`src/etpm_pkg.sv`:
```
// Package for the event timer / pulse measurement channel.
// Assumes a 32-bit AHB-Lite register bus with word-aligned registers.
package etpm_pkg;
	// Register byte offsets.
	localparam logic [7:0] OFS_TIMER = 8'h00;
	localparam logic [7:0] OFS_MODE = 8'h04;
	localparam logic [7:0] OFS_START = 8'h08;
	localparam logic [7:0] OFS_PORT = 8'h0C;
	// Mode register fields.
	localparam int MODE_LSB = 0;
	localparam int CSRC_LSB = 2;
	localparam int EDGE_LSB = 4;
	localparam int SRCSEL_BIT = 6;
	localparam int MEASW_BIT = 7;
	localparam int OVF_BIT = 8;
	// Status/port register fields.
	localparam int PIN_BIT = 0;
	// Reset values.
	localparam logic [15:0] TIMER_RST = 16'h0000;
	localparam logic [7:0] MODE_RST = 8'h00;
	// Prescaler division terminal counts.
	localparam logic [4:0] DIV8_LAST = 5'h07;
	localparam logic [4:0] DIV32_LAST = 5'h1F;
	// HTRANS bit set for active transfers (NONSEQ and SEQ).
	localparam int HTRANS_ACT_BIT = 1;
	typedef enum logic [1:0] {MODE_TIMER, MODE_EVENT, MODE_MEAS, MODE_RSVD} etpm_mode_e;
	typedef enum logic [1:0] {CS_DIV1, CS_DIV8, CS_DIV32, CS_SUB32} etpm_csrc_e;
	typedef enum logic [1:0] {EDGE_RISE, EDGE_FALL, EDGE_BOTH, EDGE_BOTH2} etpm_edge_e;
endpackage

```
`src/etpm_timer.sv`:
```
// One 16-bit timer channel: interval timer, event counter, pulse measurement.
// Assumes one AHB-Lite master, a sub-clock tick and another timer's
// overflow pulse on the hclk domain, and an asynchronous measured pin.
`timescale 1ns/1ps
`default_nettype none
module etpm_timer (
	// Clock, reset, enable.
	input wire logic hclk,
	input wire logic hresetn,
	input wire logic clk_en,
	// AHB-Lite slave.
	input wire logic hsel,
	input wire logic [7:0] haddr,
	input wire logic [1:0] htrans,
	input wire logic hwrite,
	input wire logic [2:0] hsize,
	input wire logic hready,
	input wire logic [31:0] hwdata,
	output logic [31:0] hrdata,
	output logic hreadyout,
	output logic hresp,
	// Count sources.
	input wire logic subclock_tick,
	input wire logic other_overflow,
	input wire logic channel_input_pin,
	// Interrupt request to the controller.
	output logic irq_req
);
	// ***************************************************
	// Pin synchroniser and edge detection
	// ***************************************************
	logic pin_s1, pin_s2, pin_d;
	logic next_pin_s1, next_pin_s2, next_pin_d;
	// Two flops guard against metastability; only pin_s2 and its delayed copy pin_d feed logic.
	always_comb begin
		next_pin_s1 = channel_input_pin;
		next_pin_s2 = pin_s1;
		next_pin_d = pin_s2;
	end
	always_ff @(posedge hclk or negedge hresetn) begin
		if (!hresetn) begin
			pin_s1 <= 1'b0;
			pin_s2 <= 1'b0;
			pin_d <= 1'b0;
		end else if (clk_en) begin
			pin_s1 <= next_pin_s1;
			pin_s2 <= next_pin_s2;
			pin_d <= next_pin_d;
		end
	end
	wire logic rise = pin_s2 & ~pin_d;
	wire logic fall = ~pin_s2 & pin_d;

	// ***************************************************
	// Register state
	// ***************************************************
	logic [15:0] counter, reload;
	logic [7:0] mode_reg;
	logic run, ovf, first_done, irq_q;
	logic [4:0] pre8, pre32;
	logic [4:0] next_pre8, next_pre32;
	logic [4:0] sub32, next_sub32;
	logic [15:0] next_counter, next_reload;
	logic [7:0] next_mode_reg;
	logic next_run, next_ovf, next_first_done, next_irq;
	// Bus data phase capture.
	logic dp_wr, dp_rd;
	logic [7:0] dp_addr;
	logic next_dp_wr, next_dp_rd;
	logic [7:0] next_dp_addr;
	logic [31:0] next_hrdata;

	etpm_pkg::etpm_mode_e mode;
	assign mode = etpm_pkg::etpm_mode_e'(mode_reg[etpm_pkg::MODE_LSB +: 2]);
	wire logic [1:0] csrc = mode_reg[etpm_pkg::CSRC_LSB +: 2];
	wire logic [1:0] esel = mode_reg[etpm_pkg::EDGE_LSB +: 2];

	// Select a clock tick from the four prescaled sources.
	function automatic logic tick_sel(input logic [1:0] cs, input logic t8, input logic t32,
		input logic sub);
		unique case (etpm_pkg::etpm_csrc_e'(cs))
			etpm_pkg::CS_DIV1: tick_sel = 1'b1;
			etpm_pkg::CS_DIV8: tick_sel = t8;
			etpm_pkg::CS_DIV32: tick_sel = t32;
			etpm_pkg::CS_SUB32: tick_sel = sub;
		endcase
	endfunction

	// ***************************************************
	// Count logic
	// ***************************************************
	logic int_tick, ev_tick, valid_edge, down_mode, wr_timer, wr_mode, wr_start;
	always_comb begin
		next_pre8 = (pre8 == etpm_pkg::DIV8_LAST) ? 5'h00 : pre8 + 5'h01;
		next_pre32 = pre32 + 5'h01;
		// The sub-clock has its own divide-by-32 so its rate does not hang on the hclk phase.
		next_sub32 = subclock_tick ? sub32 + 5'h01 : sub32;
		int_tick = tick_sel(csrc, pre8 == etpm_pkg::DIV8_LAST, pre32 == etpm_pkg::DIV32_LAST,
			subclock_tick && sub32 == etpm_pkg::DIV32_LAST);
		unique case (etpm_pkg::etpm_edge_e'(esel))
			etpm_pkg::EDGE_RISE: ev_tick = rise;
			etpm_pkg::EDGE_FALL: ev_tick = fall;
			default: ev_tick = rise | fall;
		endcase
		if (mode_reg[etpm_pkg::SRCSEL_BIT]) begin
			ev_tick = other_overflow;
		end
		// Width measurement captures on both edges, period on rising only.
		valid_edge = mode_reg[etpm_pkg::MEASW_BIT] ? (rise | fall) : rise;
		down_mode = (mode == etpm_pkg::MODE_TIMER) || (mode == etpm_pkg::MODE_EVENT);
		wr_timer = dp_wr && dp_addr == etpm_pkg::OFS_TIMER;
		wr_mode = dp_wr && dp_addr == etpm_pkg::OFS_MODE;
		wr_start = dp_wr && dp_addr == etpm_pkg::OFS_START;

		next_counter = counter;
		next_reload = reload;
		next_ovf = ovf;
		next_first_done = first_done;
		next_irq = 1'b0;
		next_mode_reg = wr_mode ? hwdata[7:0] : mode_reg;
		next_run = wr_start ? hwdata[0] : run;
		if (wr_mode && run) begin
			next_ovf = 1'b0;
		end
		if (wr_start && hwdata[0] && !run) begin
			next_first_done = 1'b0;
		end
		if (run) begin
			if (down_mode && ((mode == etpm_pkg::MODE_TIMER) ? int_tick : ev_tick)) begin
				if (counter == 16'h0000) begin
					next_counter = reload;
					next_irq = 1'b1;
				end else begin
					next_counter = counter - 16'h0001;
				end
			end else if (mode == etpm_pkg::MODE_MEAS) begin
				if (valid_edge) begin
					next_reload = counter;
					next_counter = 16'h0000;
					next_first_done = 1'b1;
					next_irq = first_done;
				end else if (int_tick) begin
					next_counter = counter + 16'h0001;
					if (counter == 16'hFFFF) begin
						next_ovf = 1'b1;
						next_irq = 1'b1;
					end
				end
			end
		end
		// Timer writes reach the registers only in the down-counting modes; in measurement
		// mode a write would corrupt the last capture, so it is dropped.
		if (wr_timer && down_mode) begin
			next_reload = hwdata[15:0];
			if (!run) begin
				next_counter = hwdata[15:0];
			end
		end
	end

	// ***************************************************
	// AHB-Lite slave: zero wait states, always OKAY
	// ***************************************************
	always_comb begin
		next_dp_wr = 1'b0;
		next_dp_rd = 1'b0;
		next_dp_addr = dp_addr;
		if (hsel && hready && htrans[etpm_pkg::HTRANS_ACT_BIT]) begin
			next_dp_wr = hwrite;
			next_dp_rd = !hwrite;
			next_dp_addr = haddr;
		end
		next_hrdata = 32'h0000_0000;
		if (hsel && hready && htrans[etpm_pkg::HTRANS_ACT_BIT] && !hwrite) begin
			unique case (haddr)
				// Measurement returns last capture; undefined before second edge.
				etpm_pkg::OFS_TIMER: next_hrdata = {16'h0000, down_mode ? counter : reload};
				etpm_pkg::OFS_MODE: next_hrdata = {23'h000000, ovf, mode_reg};
				etpm_pkg::OFS_START: next_hrdata = {31'h00000000, run};
				// Pin level is readable as a port in every mode.
				etpm_pkg::OFS_PORT: next_hrdata = {31'h00000000, pin_s2};
				default: next_hrdata = 32'h0000_0000;
			endcase
		end
	end

	// Registers; hsize is accepted but all accesses are treated as whole words.
	always_ff @(posedge hclk or negedge hresetn) begin
		if (!hresetn) begin
			counter <= etpm_pkg::TIMER_RST;
			reload <= etpm_pkg::TIMER_RST;
			mode_reg <= etpm_pkg::MODE_RST;
			run <= 1'b0;
			ovf <= 1'b0;
			first_done <= 1'b0;
			irq_q <= 1'b0;
			pre8 <= 5'h00;
			pre32 <= 5'h00;
			sub32 <= 5'h00;
			dp_wr <= 1'b0;
			dp_rd <= 1'b0;
			dp_addr <= 8'h00;
			hrdata <= 32'h0000_0000;
		end else if (clk_en) begin
			counter <= next_counter;
			reload <= next_reload;
			mode_reg <= next_mode_reg;
			run <= next_run;
			ovf <= next_ovf;
			first_done <= next_first_done;
			irq_q <= next_irq;
			pre8 <= next_pre8;
			pre32 <= next_pre32;
			sub32 <= next_sub32;
			dp_wr <= next_dp_wr;
			dp_rd <= next_dp_rd;
			dp_addr <= next_dp_addr;
			hrdata <= next_hrdata;
		end
	end
	assign irq_req = irq_q;
	assign hreadyout = 1'b1;
	assign hresp = 1'b0;

	// ***************************************************
	// Assertions
	// ***************************************************
	property p_stop_hold;
		@(posedge hclk) disable iff (!hresetn)
		(!run && !wr_timer && clk_en) |=> $stable(counter);
	endproperty
	a_stop_hold: assert property (p_stop_hold) else $error("counter moved while stopped");
	property p_underflow;
		@(posedge hclk) disable iff (!hresetn)
		(clk_en && run && down_mode && counter == 16'h0000 && !wr_timer &&
			(mode == etpm_pkg::MODE_TIMER ? int_tick : ev_tick)) |=> (irq_req && counter == $past(reload));
	endproperty
	a_underflow: assert property (p_underflow) else $error("no reload on underflow");
	property p_wr_stop;
		@(posedge hclk) disable iff (!hresetn)
		(clk_en && wr_timer && down_mode && !run) |=> (counter == reload);
	endproperty
	a_wr_stop: assert property (p_wr_stop) else $error("stopped write not loaded");
	property p_meas_wr;
		@(posedge hclk) disable iff (!hresetn)
		(clk_en && wr_timer && mode == etpm_pkg::MODE_MEAS && run && !valid_edge) |=> $stable(reload);
	endproperty
	a_meas_wr: assert property (p_meas_wr) else $error("measurement write took effect");
	property p_capture;
		@(posedge hclk) disable iff (!hresetn)
		(clk_en && run && mode == etpm_pkg::MODE_MEAS && valid_edge) |=>
			(counter == 16'h0000 && reload == $past(counter) && irq_req == $past(first_done));
	endproperty
	a_capture: assert property (p_capture) else $error("bad capture");
	property p_ovf;
		@(posedge hclk) disable iff (!hresetn)
		(clk_en && run && mode == etpm_pkg::MODE_MEAS && !valid_edge && int_tick &&
			counter == 16'hFFFF && !wr_mode) |=> (ovf && irq_req);
	endproperty
	a_ovf: assert property (p_ovf) else $error("overflow missed");
	property p_ovf_clr;
		@(posedge hclk) disable iff (!hresetn)
		(clk_en && wr_mode && run && !(int_tick && counter == 16'hFFFF)) |=> !ovf;
	endproperty
	a_ovf_clr: assert property (p_ovf_clr) else $error("overflow not cleared");
	property p_first;
		@(posedge hclk) disable iff (!hresetn)
		(clk_en && wr_start && hwdata[0] && !run) |=> (!first_done && !irq_req);
	endproperty
	a_first: assert property (p_first) else $error("first edge interrupted");
	property p_wr_run;
		@(posedge hclk) disable iff (!hresetn)
		(clk_en && wr_timer && down_mode && run) |=> (reload == $past(hwdata[15:0]));
	endproperty
	a_wr_run: assert property (p_wr_run) else $error("running write missed reload");
	property p_port;
		@(posedge hclk) disable iff (!hresetn)
		(clk_en && hsel && hready && htrans[etpm_pkg::HTRANS_ACT_BIT] && !hwrite &&
			haddr == etpm_pkg::OFS_PORT) |=> (hrdata == {31'h00000000, $past(pin_s2)});
	endproperty
	a_port: assert property (p_port) else $error("port read wrong");
	property p_meas_rd;
		@(posedge hclk) disable iff (!hresetn)
		(clk_en && hsel && hready && htrans[etpm_pkg::HTRANS_ACT_BIT] && !hwrite &&
			haddr == etpm_pkg::OFS_TIMER && mode == etpm_pkg::MODE_MEAS) |=>
			(hrdata[15:0] == $past(reload));
	endproperty
	a_meas_rd: assert property (p_meas_rd) else $error("measurement read not capture");
	property p_rd_idle;
		@(posedge hclk) disable iff (!hresetn)
		!dp_rd |-> (hrdata == 32'h0000_0000);
	endproperty
	a_rd_idle: assert property (p_rd_idle) else $error("read data outside data phase");
endmodule
`default_nettype wire

```
`config.mk`:
```
export PLATFORM = sky130hd
export DESIGN_NAME = etpm_timer
export DESIGN_NICKNAME = d
export VERILOG_FILES = /design/src/etpm_pkg.sv /design/src/etpm_timer.sv
export SDC_FILE = /design/constraint.sdc
export NUM_CORES = 1
export LEC_CHECK = 0
export BUFFER_PORTS_ARGS = -buffer_cell sky130_fd_sc_hd__buf_2
export CAP_MARGIN = 15
export CELL_PAD_IN_SITES_DETAIL_PLACEMENT = 0
export CELL_PAD_IN_SITES_GLOBAL_PLACEMENT = 1
export CORE_MARGIN = 10
export CORE_UTILIZATION = 44
export CTS_CLUSTER_DIAMETER = 40
export CTS_CLUSTER_SIZE = 14
export DETAILED_ROUTE_END_ITERATION = 6
export HOLD_SLACK_MARGIN = 0.1
export PLACE_DENSITY_LB_ADDON = 0.1
export SYNTH_ARGS = -nofsm -noshare
export SYNTH_HDL_FRONTEND = slang
export SYNTH_SLANG_ARGS = --single-unit
```
`constraint.sdc`:
```
create_clock -name hclk -period 2.7 [get_ports hclk]
set_input_delay 0.27 -clock hclk [delete_from_list [all_inputs] [get_ports hclk]]
set_output_delay 0.27 -clock hclk [all_outputs]
set_load 0.01 [all_outputs]
```
**Word-level counts from Yosys, hierarchy flattened**

Cells that the tools add are included.

- Bits in registers: 103
- Input port bits: 54
- Output and inout port bits: 35

- $add $sub $neg: 5
- Equality and inequality tests: 16
- Muxes and demuxes: 42
- Bitwise logic cells: 5
- Reduce and logical (&&, ||, !) cells: 29

Operators with widths:

| operator | count |
|---|---|
| $mux W16 | 15 |
| $pmux W16 S4 | 1 |
| $eq A8 B4 Y1 const B | 3 |
| $mux W1 | 23 |
| $add A16 B1 Y16 const B | 1 |
| $eq A16 B16 Y1 const B | 1 |
| $eq A8 B3 Y1 const B | 2 |
| $logic_not A16 Y1 | 1 |
| $logic_not A8 Y1 | 2 |
| $sub A16 B1 Y16 const B | 1 |
| $add A5 B1 Y5 const B | 3 |
| $logic_and A1 B1 Y1 | 12 |
| $eq A5 B5 Y1 const B | 2 |
| $reduce_and A2 Y1 | 4 |
| $eq A2 B1 Y1 const B | 3 |
| $eq A2 B2 Y1 const B | 3 |
| $logic_not A2 Y1 | 3 |
| $reduce_bool A2 Y1 | 3 |
| $eq A5 B3 Y1 const B | 1 |
| $mux W5 | 1 |
| $reduce_and A5 Y1 | 1 |
| $pmux W1 S4 | 1 |
| $and A1 B1 Y1 | 2 |
| $logic_not A1 Y1 | 2 |
| other kinds (5) | 6 |

**Depth between registers and ports, before layout**

Gate-level depths: netlist of the first run.

- Depth in word-level cells: 11
- Gate-level depth with buffers: 10

**Worst setup path after synthesis of the first run**

OpenSTA, ideal clock, no wires.

- Kind: register to register
- From: register sub32[0]
- To: register counter[14]
- Data arrival time: 1974 ps
- Data required time: 2618 ps
- Path slack: 644 ps
- Cell stages (with the launch flop): 10
- Cell sequence: dfrtp_1 -> ha_1 -> and3_1 -> ha_1 -> nand3_1 -> a32oi_4 -> a2bb2oi_1 -> buf_2 -> or3_1 -> a31oi_1

- Cells in the longest elaborated chain, start to end: 10
- Elaborated cells between the ends (all ways): 12
- Classes of those cells: 1 x eq/ne; 9 x mux; 2 x reduce/logical

RTL lines:

| what | line | RTL |
|---|---|---|
| start: declaration | etpm_timer.sv:62 | `logic [4:0] sub32, next_sub32;` |
| start signal: assignment | etpm_timer.sv:214 | `sub32 <= next_sub32;` |
| $eq A5 B5 Y1 * | etpm_timer.sv:99 | `subclock_tick && sub32 == etpm_pkg::DIV32_LAST);` |
| $logic_and A1 B1 Y1 * | etpm_timer.sv:99 |  |
| $pmux W1 S4 * | etpm_timer.sv:81 | `unique case (etpm_pkg::etpm_csrc_e'(cs))` |
| $mux W16 | etpm_timer.sv:142 | `end else if (int_tick) begin` |
| $mux W16 | etpm_timer.sv:137 | `if (valid_edge) begin` |
| $mux W16 | etpm_timer.sv:136 | `end else if (mode == etpm_pkg::MODE_MEAS) begin` |
| $mux W16 * | etpm_timer.sv:129 | `if (down_mode && ((mode == etpm_pkg::MODE_TIMER) ? int_tick : ev_tick)) begin` |
| $mux W16 * | etpm_timer.sv:128 | `if (run) begin` |
| $mux W16 | etpm_timer.sv:155 | `if (!run) begin` |
| $mux W16 * | etpm_timer.sv:153 | `if (wr_timer && down_mode) begin` |
| end signal: assignment | etpm_timer.sv:190 | `counter <= etpm_pkg::TIMER_RST;` |
| end signal: assignment | etpm_timer.sv:205 | `counter <= next_counter;` |
| end: declaration | etpm_timer.sv:57 | `logic [15:0] counter, reload;` |

Mark *: on every way between the ends. The rest lies on a longest branch, timed or not.
A chain may end at the register's enable or synchronous reset.

**Final worst setup path of the first run**

- From: register sub32[0]
- To: register counter[15]

The elaborated chain is that of the path after synthesis.

==> results of run 1 <==
## cell type report
class | instances | area [um2] | area share (%)
Multi-Input combinational cell | 450 | 2980 | 48.2
Inverter | 12 | 45.0 | 0.729
Sequential cell | 87 | 2180 | 35.2
Clock buffer | 10 | 239 | 3.87
Timing Repair Buffer | 73 | 440 | 7.13
Tap cell | 168 | 210 | 3.40
Clock inverter | 6 | 92.6 | 1.50
## timing repair
action | in CTS | in global routing
hold endpoints to repair | 87 | 0
hold buffers | 1 | 0
resized for setup | 0 | 0
## cell usage after synthesis (17+ instances only)
cell / n / area share, %
sky130_fd_sc_hd__dfrtp_1: 87 / 40
sky130_fd_sc_hd__nand2_1: 73 / 5.0
sky130_fd_sc_hd__nor2_1: 41 / 2.8
sky130_fd_sc_hd__a31oi_1: 29 / 3.3
sky130_fd_sc_hd__a21oi_1: 28 / 2.6
sky130_fd_sc_hd__buf_2: 24 / 2.2
sky130_fd_sc_hd__mux2_2: 23 / 4.7
sky130_fd_sc_hd__xnor2_1: 23 / 3.7
sky130_fd_sc_hd__nand3_1: 20 / 1.8
sky130_fd_sc_hd__buf_4: 19 / 2.6
sky130_fd_sc_hd__clkbuf_1: 18 / 1.2
sky130_fd_sc_hd__o22ai_1: 18 / 2.1
sky130_fd_sc_hd__mux2i_1: 17 / 3.1
## power groups by stage
stage	sequential [mW]	combinational (mW)	clock [mW]
after floorplan	1.66	0.561	0
after global placement	1.72	0.689	0
after detailed placement	1.74	0.717	0
after CTS	1.71	0.721	1.44
after global routing	1.75	0.810	1.50
final	1.72	0.718	1.42
## metrics by stage
| step | utilization (%) | hold slack, ns | total power [mW] |
|---|---|---|---|
| 2_1_floorplan | - | -0.0256 | 2.22 |
| 5_1_grt | 51.0 | 0.161 | 4.05 |
| 4_1_cts | 51.0 | 0.145 | 3.88 |
| 3_5_place_dp | 48.2 | 0.355 | 2.45 |
| 6_report | 51.0 | 0.154 | 3.85 |
| 3_3_place_gp | 48.2 | 0.356 | 2.41 |
## layout by cell type, fill, tap and decap left out, types with 17 or more instances in the layout
master                    synthesis  final
sky130_fd_sc_hd__a21oi_1         28     28
sky130_fd_sc_hd__a31oi_1         29     29
sky130_fd_sc_hd__buf_2           24     49
sky130_fd_sc_hd__buf_4           19     22
sky130_fd_sc_hd__conb_1           2     18
sky130_fd_sc_hd__dfrtp_1         87     87
sky130_fd_sc_hd__mux2_2          23     23
sky130_fd_sc_hd__mux2i_1         17     17
sky130_fd_sc_hd__nand2_1         73     73
sky130_fd_sc_hd__nand3_1         20     20
sky130_fd_sc_hd__nor2_1          41     41
sky130_fd_sc_hd__o22ai_1         18     18
sky130_fd_sc_hd__xnor2_1         23     23
## worst min-delay path by stage
stage / depth (start not counted) / endpoint / slack, ns
after detailed placement: 2 / dp_addr[5] / 0.36
after global placement: 2 / dp_addr[5] / 0.36
after floorplan: 0 / counter[0] / -0.03
after CTS: 2 / next_pin_s2 / 0.15
after global routing: 2 / dp_addr[1] / 0.16
final: 2 / next_pin_s2 / 0.15
## critical path, stage by stage, from the launching register on
cell,delay [ns]
sky130_fd_sc_hd__dfrtp_1,0.38
sky130_fd_sc_hd__ha_1,0.18
sky130_fd_sc_hd__and3_1,0.16
sky130_fd_sc_hd__ha_1,0.14
sky130_fd_sc_hd__nand3_1,0.13
sky130_fd_sc_hd__a32oi_4,0.30
sky130_fd_sc_hd__buf_4,0.26
sky130_fd_sc_hd__nand3_1,0.14
sky130_fd_sc_hd__nor2b_1,0.20
sky130_fd_sc_hd__xnor2_1,0.09
sky130_fd_sc_hd__o311ai_1,0.27
## metal layers
metal	wire (um)	GRT usage (%)	vias to the layer above
met4	309	7.05	0
met3	988	3.77	23
met1	7530	25.3	2294
li1	-	-	2207
met2	7170	27.3	149
met5	0	0	-
## kinds of logic (layout without fill, tap and decap cells)
group,after synthesis,after routing,synth area share (%)
other cells,2,18,0.137
simple gates,209,209,20.2
flops,87,87,39.8
buf+inv,74,101,6.93
mux,40,40,7.84
compound gates,146,146,18.5
fa+ha+maj,10,10,2.29
xor+xnor,27,27,4.32
==> impl_metrics.py, run 1 <==
metrics = {
    "clocking": {
        "ctsLongestPathBuffers": 2,
        "cts.reportedPaths.clkPinSlew_ns": 0.07,
        "ctsHtreeMaxLevel": 3,
        "cts_made_buffers": 9,
        "clock_root_buffer": "sky130_fd_sc_hd__clkbuf_16",
        "cts.sink_count": 87,
        "tritoncts": "yes",
        "clock_insertion_delay_worst_skew_ns": 0.36,
        "post_cts.repair.setup_buffers": 0,
    },
    "power_and_ir_drop": {
        "combinationalPowerShare_pct": 18.6,
        "power.internal_mw": 2.70,
        "p_sw_share_pct": 30.0,
        "power_switching_mw": 1.15,
        "peakVddDrop_mv": 0.445,
        "seqPwrFrac_pct": 44.5,
        "cellLeakagePower_nw": 2.59,
        "power_per_cell_area_nw_per_um2": 623,
        "power.clock.fraction_pct": 36.8,
    },
    "placement": {
        "io_buffers": 50,
        "gp_routability_congestion": 0.865,
        "place.detailed.hpwl_mm": 11.2,
        "post-place-ws_ns": 0.378,
        "place.detailed.instances": 789,
        "post_dp_cell_area_um2": 5840,
    },
    "global_route": {
        "grt_overflow": 0,
        "grt_start_max_net_pins": 88,
        "vias_in_the_first_global_route": 4689,
        "first_pass_grt_wire_length_mm": 25.8,
        "groute.usage.overall_pct": 18.3,
        "antenna_found_initial": 0,
    },
    "finish": {
        "layout.cells.non_filler": 806,
        "final_cell_area_um2": 6180,
        "num-fill-cells": 1177,
        "reg_top3": "counter (16), hrdata (16), reload (16)",
        "final_layout_size_suffix_gt1_share_pct": 20.1,
        "design.final.nets": 697,
        "insertedDiodeCount": 0,
        "flow.area_growth_from_synthesis_pct": 12.9,
    },
    "synth": {
        "synth.cell_area_um2": 5470,
        "synth.yosys.seq_area_share_pct": 39.8,
        "synth_async_sr_flop_share_pct": 100,
        "mapped_cells": 595,
        "yosys_most_used_dff": "sky130_fd_sc_hd__dfrtp_1",
        "synth-edff-count": 0,
        "netlist-cell-type-count": 61,
        "avgSynthCellArea_um2": 9.20,
        "synth-warning-count": 0,
        "synth-seq-cells": 87,
    },
    "setup_path": {
        "crit_start": "sub32[0]",
        "crit_path_max_fanout": 15,
        "r2r_start": "sub32[0]",
        "worst_ep_arrival_time_ns": 2.62,
        "critPathLaunchType": "flop",
        "timing.reg2reg.setup_slack_ns": 0.33,
        "length_in_cells_of_the_worst_reg_to_reg_path": 10,
        "cp-endpoint": "counter[15]",
        "cp_capture_type": "flop",
        "worstReg2RegEnd": "counter[15]",
        "cp.required_ns": 2.94,
        "setup.worst_path.class": "reg -> reg",
    },
    "route": {
        "vias_per_cell": 5.80,
        "vias": 4673,
        "finalWirelength_mm": 16.0,
        "initialDrtViolationCount": 341,
        "detail_route.wl_per_cell_um": 19.9,
        "dr.pass1.iters": 5,
        "drt.antenna.violating_nets": 0,
        "drc_errors": 0,
    },
    "timing": {
        "report.final.slew_viol_count": 0,
        "fin_ws_ns": 0.328,
        "fmax_mhz": 422,
        "grt_setup_unrepaired": "false",
        "final_hold_viol_count": 0,
        "fin_skew_ns": 0.0128,
        "period_minus_slack_ns": 2.37,
        "final-setup-viol-count": 0,
        "fin_crit_sh_pct": 87.9,
        "setup_tns_ns": 0,
        "worst_slew_margin_rel_pct": 56.2,
        "worst_pin_slew_ns": 0.657,
    },
    "worst_hold_path": {
        "min-delay-path-class": "in -> reg",
        "worstHoldStart": "channel_input_pin",
    },
    "floorplanning": {
        "fp.dieH_um": 132,
        "die_area_um2": 17300,
        "coreArea_um2": 12100,
        "std_cell_rows": 40,
        "design.portCount": 89,
        "floorplan.initialDensity_pct": 45.2,
        "die_width_um": 132,
    },
    "outcome": {
        "status": "complete, no violations",
    },
    "flow_run": {
        "cap_viol_max_count": 0,
    },
}
Note: power is estimated with default switching activity, not from simulation.
==> run 2: changes to the inputs <==
--- a/config.mk
+++ b/config.mk
@@ -9,6 +9,7 @@
 export CAP_MARGIN = 15
 export CELL_PAD_IN_SITES_DETAIL_PLACEMENT = 0
 export CELL_PAD_IN_SITES_GLOBAL_PLACEMENT = 1
+export CORE_ASPECT_RATIO = 1.4
 export CORE_MARGIN = 10
 export CORE_UTILIZATION = 44
 export CTS_CLUSTER_DIAMETER = 40
==> run 2 against run 1 <==
Compared with the run above:
- sequential power barely moved
- global-route usage grew 0.84 points
- fmax shrank 3.8%
- flip-flop and latch count unchanged
- first-iteration DRC count fell by 18%
- total power shrank 3.2%
- wire length up 2.6%
- critical endpoint is now counter[7]
==> impl_metrics.py, run 2 (synthesized netlist as in run 1, its figures left out) <==
metrics = {
    "timing": {
        "fin_skew_ns": 0.00817,
        "worst_pin_slew_ns": 0.748,
        "final-setup-viol-count": 0,
        "report.final.slew_viol_count": 0,
        "fin_crit_sh_pct": 91.3,
        "worst_slew_margin_rel_pct": 50.1,
        "fmax_mhz": 405,
        "setup_tns_ns": 0,
        "final_hold_viol_count": 0,
        "period_minus_slack_ns": 2.47,
        "grt_setup_unrepaired": "false",
    },
    "outcome": {
        "status": "complete, no violations",
    },
    "floorplanning": {
        "fp.dieH_um": 152,
        "coreArea_um2": 12300,
        "floorplan.initialDensity_pct": 44.7,
        "die_area_um2": 17400,
        "std_cell_rows": 48,
        "die_width_um": 114,
        "design.portCount": 89,
    },
    "finish": {
        "final_layout_size_suffix_gt1_share_pct": 21.2,
        "num-fill-cells": 1204,
        "flow.area_growth_from_synthesis_pct": 13.5,
        "most-common-layout-cells": "87 x sky130_fd_sc_hd__dfrtp_1, 73 x sky130_fd_sc_hd__nand2_1, 49 x sky130_fd_sc_hd__buf_2",
        "design.final.nets": 706,
        "reg_top3": "counter (16), hrdata (16), reload (16)",
        "insertedDiodeCount": 0,
        "ff_latch_area_um2": 2180,
        "layout.cells.most_common": "sky130_fd_sc_hd__dfrtp_1",
        "multi_input_area_um2": 2980,
    },
    "global_route": {
        "vias_in_the_first_global_route": 4891,
        "antenna_found_initial": 0,
        "groute.usage.overall_pct": 19.1,
        "grt_start_max_net_pins": 54,
        "grt_overflow": 0,
        "first_pass_grt_wire_length_mm": 26.9,
    },
    "route": {
        "drc_errors": 0,
        "vias_per_cell": 5.82,
        "drt.antenna.violating_nets": 0,
        "finalWirelength_mm": 16.4,
        "initialDrtViolationCount": 278,
        "detail_route.wl_per_cell_um": 20.6,
        "vias": 4640,
        "dr.pass1.iters": 7,
    },
    "setup_path": {
        "cpPeakStageDelay_ns": 0.51,
        "timing.critical_path.cells": "ha_1 > and3_1 > ha_1 > nand3_1 > a32oi_4 > a2bb2oi_1 > buf_4 > or4_1 > a31oi_1",
        "setup.worst_path.class": "reg -> reg",
        "cp_capture_type": "flop",
        "timing.reg2reg.setup_slack_ns": 0.23,
        "worst_ep_arrival_time_ns": 2.73,
        "cp_common_cell": "sky130_fd_sc_hd__ha_1",
        "crit_path_max_fanout": 11,
        "critPathLaunchType": "flop",
        "cp.required_ns": 2.96,
        "crit_path_top_delay_cell": "sky130_fd_sc_hd__or4_1",
    },
    "placement": {
        "place.detailed.hpwl_mm": 12.0,
        "io_buffers": 50,
        "gp_routability_congestion": 0.918,
    },
    "power_and_ir_drop": {
        "power.total_mw": 3.73,
        "cellLeakagePower_nw": 2.62,
        "power_per_cell_area_nw_per_um2": 600,
        "peakVddDrop_mv": 0.447,
    },
    "clocking": {
        "cts.reportedPaths.clkPinSlew_ns": 0.07,
        "clock_root_buffer": "sky130_fd_sc_hd__clkbuf_16",
        "tritoncts": "yes",
        "ctsLongestPathBuffers": 2,
        "clock_insertion_delay_worst_skew_ns": 0.34,
        "cts.sink_count": 87,
        "post_cts.repair.setup_buffers": 0,
        "ctsHtreeMaxLevel": 3,
        "cts_made_buffers": 9,
    },
    "flow_run": {
        "cap_viol_max_count": 0,
    },
    "worst_hold_path": {
        "min-delay-path-class": "in -> reg",
    },
}
run 2: changes by cell type in the layout (fill, tap and decap cells not counted), sizes merged:
cell / before / now
buf: 72 / 81
clkinv: 3 / 1
bufinv: 2 / 1
clkinvlp: 1 / 4
run 2: final timing paths:
| check | startpoint | endpoint | cells past startpoint |
|---|---|---|---|
| setup / recovery | sub32[0] | counter[7] | 9 |
| hold / removal | channel_input_pin | next_pin_s2 | 2 |
| setup reg to reg | sub32[0] | counter[7] | 9 |
| hold reg to reg | sub32[3] | sub32[3] | 1 |
| max in group asynchronous | hresetn | sub32[2] | 3 |
| min in group asynchronous | hresetn | hrdata[9] | 2 |
run 2: critical path: cells and delay by family, from the launching register on:
family                     cells  cell delay (ns)
buffers and inverters          1             0.20
AOI/OAI and AO/OA              3             0.69
and+or+nand+nor                3             0.79
adders and majority gates      2             0.32
DFF                            1             0.39
run 2: per-layer routing:
| metal | GRT usage, % | part of all wire [%] | vias up |
|---|---|---|---|
| li1 | - | - | 2218 |
| met4 | 4.67 | 1.0 | 0 |
| met2 | 35.6 | 55 | 70 |
| met5 | 0 | 0 | - |
| met1 | 21.8 | 40 | 2338 |
| met3 | 2.96 | 3.5 | 14 |
run 2: power by group:
group / leakage (nW) / internal, mW / switching (mW)
Sequential: 1.12 / 1.51 / 0.186
Combinational: 1.37 / 0.359 / 0.388
Clock: 0.131 / 0.722 / 0.567
run 2: per-stage QoR:
step	cell area, um2	instances	hold WS (ns)	setup WS, ns	utilization (%)
6_report	6210	797	0.154	0.234	50.7
5_1_grt	6210	797	0.164	0.0717	50.7
4_1_cts	6200	797	0.153	0.163	50.6
3_5_place_dp	5900	780	0.386	0.192	48.1
3_3_place_gp	5900	780	0.373	0.232	48.1
2_1_floorplan	5530	611	-0.0256	0.644	-
run 2: repair_timing:
item                       4_1_cts  5_1_grt
hold endpoints to repair        52        0
hold buffers                     1        0
gates resized for setup          0        1
setup endpoints to repair        0        1
run 2: final cells by class:
class,count,area share (%)
Clock buffer,10,3.69
Sequential cell,87,35.1
Multi-Input combinational cell,450,48.0
Timing Repair Buffer,82,8.38
Inverter,12,0.725
Clock inverter,6,1.11
Tap cell,150,3.02
